File: config.mk
export PLATFORM = sky130hd
export DESIGN_NAME = csil_sideband
export DESIGN_NICKNAME = d
export VERILOG_FILES = /design/src/rtl/csil_sideband.v
export VERILOG_INCLUDE_DIRS = /design/src /design/src/include
export SDC_FILE = /design/constraint.sdc
export NUM_CORES = 1
export LEC_CHECK = 0
export BUFFER_PORTS_ARGS = -buffer_cell sky130_fd_sc_hd__buf_2
export CORE_MARGIN = 2
export CORE_UTILIZATION = 39
export DETAILED_ROUTE_END_ITERATION = 7
export PLACE_DENSITY = 0.74
export SLEW_MARGIN = 20
export SYNTH_ARGS = -nofsm -noshare
export SYNTH_HDL_FRONTEND = slang
export SYNTH_SLANG_ARGS = --single-unit
File: constraint.sdc
create_clock -name ref_clk -period 1.2 [get_ports ref_clk]
set_clock_uncertainty 0.2 [all_clocks]
set_input_delay 0.06 -clock ref_clk [delete_from_list [all_inputs] [get_ports ref_clk]]
set_output_delay 0.06 -clock ref_clk [all_outputs]
set_load 0.02 [all_outputs]
File: src/include/csil_regs.vh
// constants for the sideband init, lock and local interrupt block
`ifndef CSIL_REGS_VH
`define CSIL_REGS_VH
`define CSIL_SYNC_STAGES      2
`define CSIL_RESET_RELEASE_NS 20
`define CSIL_CLK_PERIOD_NS    10
`define CSIL_RESET_RELEASE_CYC ((`CSIL_RESET_RELEASE_NS)/(`CSIL_CLK_PERIOD_NS))
`define CSIL_ST_IDLE   5'h01
`define CSIL_ST_SELF   5'h02
`define CSIL_ST_FETCH  5'h04
`define CSIL_ST_RUN    5'h08
`define CSIL_ST_INIT   5'h10
`define CSIL_VECTOR_DEFAULT 32'h00000000
`endif

File: src/rtl/csil_sideband.v
// sideband control: soft init, self-check strap, local int pins, bus lock
// Functional notes
// - soft init resets integer registers, keeps caches and float registers
// - after soft init, fetch restarts at configured reset vector
// - snoop service and results continue while soft init is held
// - soft init sampled at hard reset release; active means run self-check
// - soft init is asynchronous, shared, synchronised before use
// - controller off: pin 0 is maskable irq, pin 1 is nonmaskable irq
// - software selects pin mode; controller enabled by default after reset
// - bus lock held from first transaction start to last transaction end
// - on hard reset all bus outputs deassert within two clocks
`timescale 1ns/1ps
`include "csil_regs.vh"

module csil_sideband (
    input  wire        ref_clk,
    input  wire        rst,
    input  wire        ignore_numeric_error_n,
    input  wire        soft_init_n,
    input  wire [1:0]  local_int_pins,
    input  wire        local_int_ctrl_enable,
    input  wire [31:0] reset_vector_cfg,
    input  wire        lock_request,
    input  wire        lock_seq_last_done,
    input  wire        snoop_request,
    input  wire        snoop_hit_in,
    input  wire        snoop_hitm_in,
    input  wire        priority_agent_request_n,
    output reg         ignore_numeric_error,
    output reg         int_reg_clear,
    output reg         fetch_start,
    output reg  [31:0] fetch_vector,
    output reg         built_in_self_check,
    output reg         self_check_start,
    output reg         maskable_irq,
    output reg         nonmaskable_irq,
    output reg  [1:0]  local_int_req,
    output reg         snoop_valid,
    output reg         snoop_hit_n,
    output reg         snoop_hitm_n,
    output reg         bus_lock_n,
    output wire        priority_agent_pending
);

// ----------------------------------------------------------------------
// helper functions
// ----------------------------------------------------------------------
// active-low pin to active-high level
function act_low;
    input pinN;
    begin
        act_low = ~pinN;
    end
endfunction

// one-hot state match
function st_is;
    input [4:0] st;
    input [4:0] code;
    begin
        st_is = (st == code);
    end
endfunction

// active-low snoop result, only while a snoop is requested
function snoop_res_n;
    input req;
    input hit;
    begin
        snoop_res_n = ~(req & hit);
    end
endfunction

// lock level from held state, end of sequence and new request
function lock_level;
    input held;
    input lastDone;
    input request;
    begin
        lock_level = (held & ~lastDone) | (~held & request);
    end
endfunction

// ----------------------------------------------------------------------
// synchronisers
// ----------------------------------------------------------------------
reg [3:0] syncA_reg;
reg [3:0] syncB_reg;
wire [3:0] asyncIn;
assign asyncIn = {local_int_pins, soft_init_n, ignore_numeric_error_n};

// no reset: the soft init strap must reach the core as reset releases
always @(posedge ref_clk) begin
    syncA_reg <= asyncIn;
    syncB_reg <= syncA_reg;
end

wire ignSync;
wire initActive;
wire [1:0] lintSync;
assign ignSync    = act_low(syncB_reg[0]);
assign initActive = act_low(syncB_reg[1]);
assign lintSync   = syncB_reg[3:2];

// ----------------------------------------------------------------------
// reset release strap and init sequencing
// ----------------------------------------------------------------------
reg       rstDly_reg;
reg [4:0] state_reg;
reg [4:0] state_next;
reg       initPrev_reg;

always @(posedge ref_clk) begin
    rstDly_reg <= rst;
end

wire rstRelease;
assign rstRelease = rstDly_reg & ~rst;

always @* begin
    state_next = state_reg;
    case (state_reg)
        `CSIL_ST_IDLE: begin
            if (rstRelease) begin
                if (initActive) begin
                    state_next = `CSIL_ST_SELF;
                end else begin
                    state_next = `CSIL_ST_FETCH;
                end
            end
        end
        `CSIL_ST_SELF:  state_next = `CSIL_ST_FETCH;
        `CSIL_ST_FETCH: state_next = `CSIL_ST_RUN;
        `CSIL_ST_RUN: begin
            if (initActive & ~initPrev_reg) begin
                state_next = `CSIL_ST_INIT;
            end
        end
        `CSIL_ST_INIT: begin
            if (~initActive) begin
                state_next = `CSIL_ST_FETCH;
            end
        end
        default: state_next = `CSIL_ST_IDLE;
    endcase
end

always @(posedge ref_clk) begin
    if (rst) begin
        state_reg           <= `CSIL_ST_IDLE;
        initPrev_reg        <= 1'b0;
        int_reg_clear       <= 1'b0;
        fetch_start         <= 1'b0;
        fetch_vector        <= `CSIL_VECTOR_DEFAULT;
        built_in_self_check <= 1'b0;
        self_check_start    <= 1'b0;
        ignore_numeric_error <= 1'b0;
    end else begin
        state_reg     <= state_next;
        initPrev_reg  <= initActive;
        // integer state only; caches and float registers untouched
        int_reg_clear <= st_is(state_next, `CSIL_ST_INIT);
        fetch_start   <= st_is(state_next, `CSIL_ST_FETCH);
        fetch_vector  <= reset_vector_cfg;
        self_check_start <= st_is(state_next, `CSIL_ST_SELF);
        if (rstRelease) begin
            built_in_self_check <= initActive;
        end
        ignore_numeric_error <= ignSync;
    end
end

// ----------------------------------------------------------------------
// local interrupt pins
// ----------------------------------------------------------------------
always @(posedge ref_clk) begin
    if (rst) begin
        maskable_irq    <= 1'b0;
        nonmaskable_irq <= 1'b0;
        local_int_req   <= 2'h0;
    end else if (local_int_ctrl_enable) begin
        maskable_irq    <= 1'b0;
        nonmaskable_irq <= 1'b0;
        local_int_req   <= lintSync;
    end else begin
        maskable_irq    <= lintSync[0];
        nonmaskable_irq <= lintSync[1];
        local_int_req   <= 2'h0;
    end
end

// ----------------------------------------------------------------------
// snoop service and bus lock
// ----------------------------------------------------------------------
reg lockHeld_reg;

always @(posedge ref_clk) begin
    if (rst) begin
        snoop_valid  <= 1'b0;
        snoop_hit_n  <= 1'b1;
        snoop_hitm_n <= 1'b1;
        bus_lock_n   <= 1'b1;
        lockHeld_reg <= 1'b0;
    end else begin
        // independent of the init state machine
        snoop_valid  <= snoop_request;
        snoop_hit_n  <= snoop_res_n(snoop_request, snoop_hit_in);
        snoop_hitm_n <= snoop_res_n(snoop_request, snoop_hitm_in);
        if (lockHeld_reg) begin
            if (lock_seq_last_done) begin
                lockHeld_reg <= 1'b0;
            end
        end else if (lock_request) begin
            lockHeld_reg <= 1'b1;
        end
        bus_lock_n <= ~lock_level(lockHeld_reg, lock_seq_last_done,
                                  lock_request);
    end
end

// priority agent must wait while lock is asserted
assign priority_agent_pending = ~priority_agent_request_n & ~bus_lock_n;

endmodule // csil_sideband

* Word level (Yosys, flattened, before mapping)
Index checks and enable logic that the tools add are counted.
Word-level totals: register bits after elaboration 61, latch bits 0, memory bits (writable) 0, memory bits (read-only) 0, bits of input ports 45, output and inout bits 46, word-level logic and storage cells 57, memories kept 0
Operators by class: add/sub/neg operators 0, multiply operators 0, divide/modulo/power cells 0, magnitude comparators 0, equal/unequal tests 8, shift operators 0, multiplexer cells 8, bitwise gates (word level) 20, reduce and logical (&&, ||, !) cells 2
Operator list (number):
- 5-bit case mux with 5 select lines | 1
- 5-bit 2-to-1 mux | 3
- 1-bit inverter | 12
- 5-bit by 2-bit == test with 1-bit output, second input constant | 2
- 5-bit by 3-bit == test with 1-bit output, second input constant | 2
- 5-bit == test, second input constant | 2
- 1-bit AND | 7
- 5-bit by 1-bit == test with 1-bit output, second input constant | 1
- 5-bit by 4-bit == test with 1-bit output, second input constant | 1
- 2-bit OR reduction | 2
- 1-bit 2-to-1 mux | 3
- 3-bit 2-to-1 mux | 1
- 1-bit bitwise OR | 1

* Logic depth before layout (Yosys ltp)
depth in word-level cells 5, gate-level depth with buffers 4, mapped depth without buffers 4

* Worst setup path before layout
Ideal clock, no wire load.
kind reg-to-reg, start point reg rstDly_reg, end point reg fetch_start, library setup time 0.120 ns, arrival time 0.963 ns, required time 0.880 ns, setup slack -0.083 ns, stages on the path, launching flop included 5, buffers on the path 0, period minus slack after synthesis 1.283 ns, path through dfxtp_1 -> nor2b_1 -> mux2i_1 -> a2bb2oi_1 -> nor2b_1
On the way: cells in the longest elaborated chain, start to end 4
Ends and longest elaborated chain:
- from (decl) | line csil_sideband.v:108 | reg rstDly_reg;
- from (signal assigned) | line csil_sideband.v:114 | rstDly_reg <= rst;
- 1-bit AND | line csil_sideband.v:118 | assign rstRelease = rstDly_reg & ~rst;
- 5-bit 2-to-1 mux | line csil_sideband.v:124 | if (rstRelease) begin
- 5-bit case mux with 5 select lines | line csil_sideband.v:122 | case (state_reg)
- 5-bit by 3-bit == test with 1-bit output | line csil_sideband.v:61 | st_is = (st == code);
- to (signal assigned) | line csil_sideband.v:163 | fetch_start <= st_is(state_next, `CSIL_ST_FETCH);
- to (decl) | line csil_sideband.v:31 | output reg fetch_start,
Every way passes these cells. A chain may end at the register's enable or synchronous reset.

* Worst setup path after layout
start point reg state_reg[4], end point reg state_reg[3]
On the way: cells in the longest elaborated chain, start to end 2, elaborated cells between the ends (all ways) 6, those cells by class 5 x eq/ne; 1 x mux
Ends and longest elaborated chain:
- from (decl) | line csil_sideband.v:109 | reg [4:0] state_reg;
- from (signal assigned) | line csil_sideband.v:150 | state_reg <= `CSIL_ST_IDLE;
- from (signal assigned) | line csil_sideband.v:159 | state_reg <= state_next;
- 5-bit == test (tied with other cells) | line csil_sideband.v:122
- 5-bit case mux with 5 select lines (*) | line csil_sideband.v:122
Mark *: on every way between the ends. The rest lies on a longest branch, timed or not.

==> results.md <==
- Remaining global-route overflow: 0
- Core ar.: 0.00429 mm^2
- Share of power burned in registers: 0.467
- Residual DRC count: 0
- Antenna violations before repair: 0
- Worst path depth: 2
- Cell family with most CP delay: simple AND/OR/NAND/NOR gates
- Status: finished with violations
- Net Count, Synth: roughly 190
- Internal Power: approximately 0.0036 W
- DR WL met2: about 2300 um
- Clk network pwr share: 0.410
- Share of the synthesized area in the top cell type: 0.710
- Setup-failing EPs final: 4
- Number of setup buffers added after CTS: 0
- Wirelength, routed: roughly 4500 um
- Comb pwr share: 0.123
- Worst-margin pin slew: 0.276 ns
- H-tree level count: 3
- RSZ-0062 raised after global routing: yes
- Initial Util: 0.401
- Diodes inserted: 0
- Worst-path clk slew: roughly 0.060 ns
- CP Cell Sequence: or4_1 > a21oi_2
- CTS Buffer Depth: 2
- Switching portion of total power: 0.222
- Post-DRT Antenna Nets: 0
- TritonCTS Sinks: between 60 and 70
- Crit share post-route: 1.10
- Placed instance area: 0.00232 mm^2
- Largest net degree at the start of global routing: 21
- Final core occ: 0.713
- Yosys warning count: 0
- Row count: 24
- Setup crit start kind: flop
- TritonCTS clock tree: yes
- Slowest cell on crit path: or4_1
- Met3 wire len: between 300 and 400 um
- WS Path Type: flop to flop
- Total GRT Usage: 0.186
- Fmax: 0.759 GHz
- Global-route wire length before repair: between 7000 and 8000 um
- Post-synth top flop: dfxtp_1
- Hold path depth: 3
- Slew Limit Fails: 0
- Most frequent cells after synthesis: dfxtp_1 (61), nor2b_1 (39), nor2_1 (8), nand2_1 (5), clkbuf_1 (3)
- Die width: a little over 70 um
- Max incr delay on CP: 0.55 ns
- Sequential area share after synthesis: 0.710
- Starting DRT DRC Count: between 60 and 70
- Worst min path class: input pin to flop
- Vias per cell: 4.40
- Die area: 0.00496 mm^2
- Area leader, netlist: dfxtp_1
- Routed len/inst: approximately 13 um
- MaxCap Viol Count: 0
- Relative slew slack: 0.815
- Fin crit period: about 1.3 ns
- Buf/Inv on CP: 0
- Max reg flops: 32
- Seq cells post-synth: between 60 and 70
- Area added between synthesis and finish: 78.0%
- P_sw: approximately 0.0010 W
- Metal-1 WL: 1780 um
- Layout cell share with drive strength beyond 1: 0.453
- Nets: 341
- Drt first pass iters: 4
- Share of synthesized registers carrying an async set or reset: 0
- Critical Path AT: ~1.4 ns
- Design Area, Final: 0.00306 mm^2
- Synth top area cells: dfxtp_1 (71%), nor2b_1 (14%), nor2_1 (1.7%), mux2i_1 (1.2%), o211a_1 (1.2%)
- Root Buffer: clkbuf_8
- Die H: 70.4 um
- Reg2Reg Depth: 2
- Post-route worst setup slack: -0.118 ns
- I/O Pins: between 90 and 100
- Netlist cell types: 24
- Via count: 1549
- Final Hold Fails: 6
- GP Congestion: 0.826
- Vias in the first global route: approximately 1600
- Input/output buffers: 90
- Hold_ws: -0.0926 ns
- Leak: approximately 1.5 nW
- Post-DP HPWL: 2610 um
- Cells after synthesis: 143
- Crit. End Element: flop
- Total clock buffers created by CTS: 9
- Number of enable flip-flop cells after synthesis: 0
- Post-Syn Area: around 0.0017 mm^2
- VDD IR max: about 0.00097 V
- Highest metal used: met4
- Most frequent cell after synthesis: dfxtp_1
- Pwr Density: roughly 1500 mW/mm^2
- Violated checks: negative hold slack, negative setup slack
- Worst path required time: roughly 1.3 ns
- Avg Cell Area, Syn: 12.0 um^2
- Skew-Pair Late Insertion Delay: approximately 0.32 ns
- Crit Path Max Fanout: 7
==> through the flow <==
| stage | cells | worst slack, ns | power, W | setup TNS (ns) |
|---|---|---|---|---|
| after floorplan | 143 | -0.0218 | 0.00246 | -0.0436 |
| after global placement | 292 | -0.0851 | 0.00266 | -0.224 |
| after detailed placement | 292 | -0.0948 | 0.00267 | -0.302 |
| after CTS | 350 | -0.0955 | 0.00470 | -0.411 |
| after global routing | 352 | -0.163 | 0.00490 | -0.604 |
| final | 352 | -0.118 | 0.00469 | -0.338 |
==> area by class of cell <==
type	count	area, um^2
fillers	305	1230
clock inverters	5	75.1
clock buffers	10	138
well taps	52	65.1
multi-input cells	77	556
repair buffers	146	986
flip-flops and latches	61	1240
inverters	1	3.75
==> layout by cell type (no fill, tap or decap), drive strengths merged, types with 2 or more instances in the layout <==
| master | netlist | layout |
|---|---|---|
| buf | 1 | 101 |
| dfxtp | 61 | 61 |
| dlygate4sd3 | 0 | 44 |
| nor2b | 39 | 39 |
| clkbuf | 3 | 10 |
| nor2 | 8 | 8 |
| nand2 | 5 | 5 |
| o21ai | 4 | 4 |
| clkinv | 0 | 3 |
| a21oi | 2 | 2 |
| mux2i | 2 | 2 |
| and3b | 2 | 2 |
| o211a | 2 | 2 |
| a211oi | 2 | 2 |
| nor3b | 2 | 2 |
| bufinv | 0 | 2 |
| nor3 | 2 | 2 |
==> kinds of logic (layout without fill, tap and decap cells) <==
group,after synthesis,in the layout,synth area share
AOI/OAI and AO/OA,12,12,0.0495
and+or+nand+nor,62,62,0.212
xor gates and xnor gates,1,1,0.00509
buffers and inverters,5,162,0.0116
muxes,2,2,0.0116
DFF,61,61,0.710
==> per-layer routing <==
layer  vias up  GRT usage
met1       698      0.201
li1        766          -
met3         4     0.0577
met4         0     0.0833
met5         -          0
met2        81      0.328
==> power groups by stage <==
stage               logic, W  clock network, W  registers, W
global placement    0.000437                 0       0.00222
global route        0.000621           0.00208       0.00220
finish              0.000577           0.00192       0.00219
floorplan           0.000141                 0       0.00232
CTS                 0.000554           0.00197       0.00218
detailed placement  0.000443                 0       0.00222
==> tightest hold or removal path, stage by stage <==
cell     delay (ns)
buf_2          0.19
a21oi_2        0.06
o21ai_1        0.08
==> path summary, 6_finish.rpt <==
kind / start / end / slack, ns
max: state_reg[4]$_SDFF_PP0_ / state_reg[3]$_SDFF_PP0_ / -0.12
min: rst / state_reg[0]$_SDFF_PP1_ / -0.09
max reg2reg: state_reg[4]$_SDFF_PP0_ / state_reg[3]$_SDFF_PP0_ / -0.12
min reg2reg: syncA_reg[1]$_DFF_P_ / syncB_reg[1]$_DFF_P_ / 0.13
==> repair_timing <==
action	in CTS	in global routing
hold buffers	43	2
hold endpoints to repair	52	9
resized for setup	3	20
cloned	0	0
pin swaps	2	4
endpoints found under the setup margin	4	12
No activity file was read; power rests on OpenSTA's default activity.
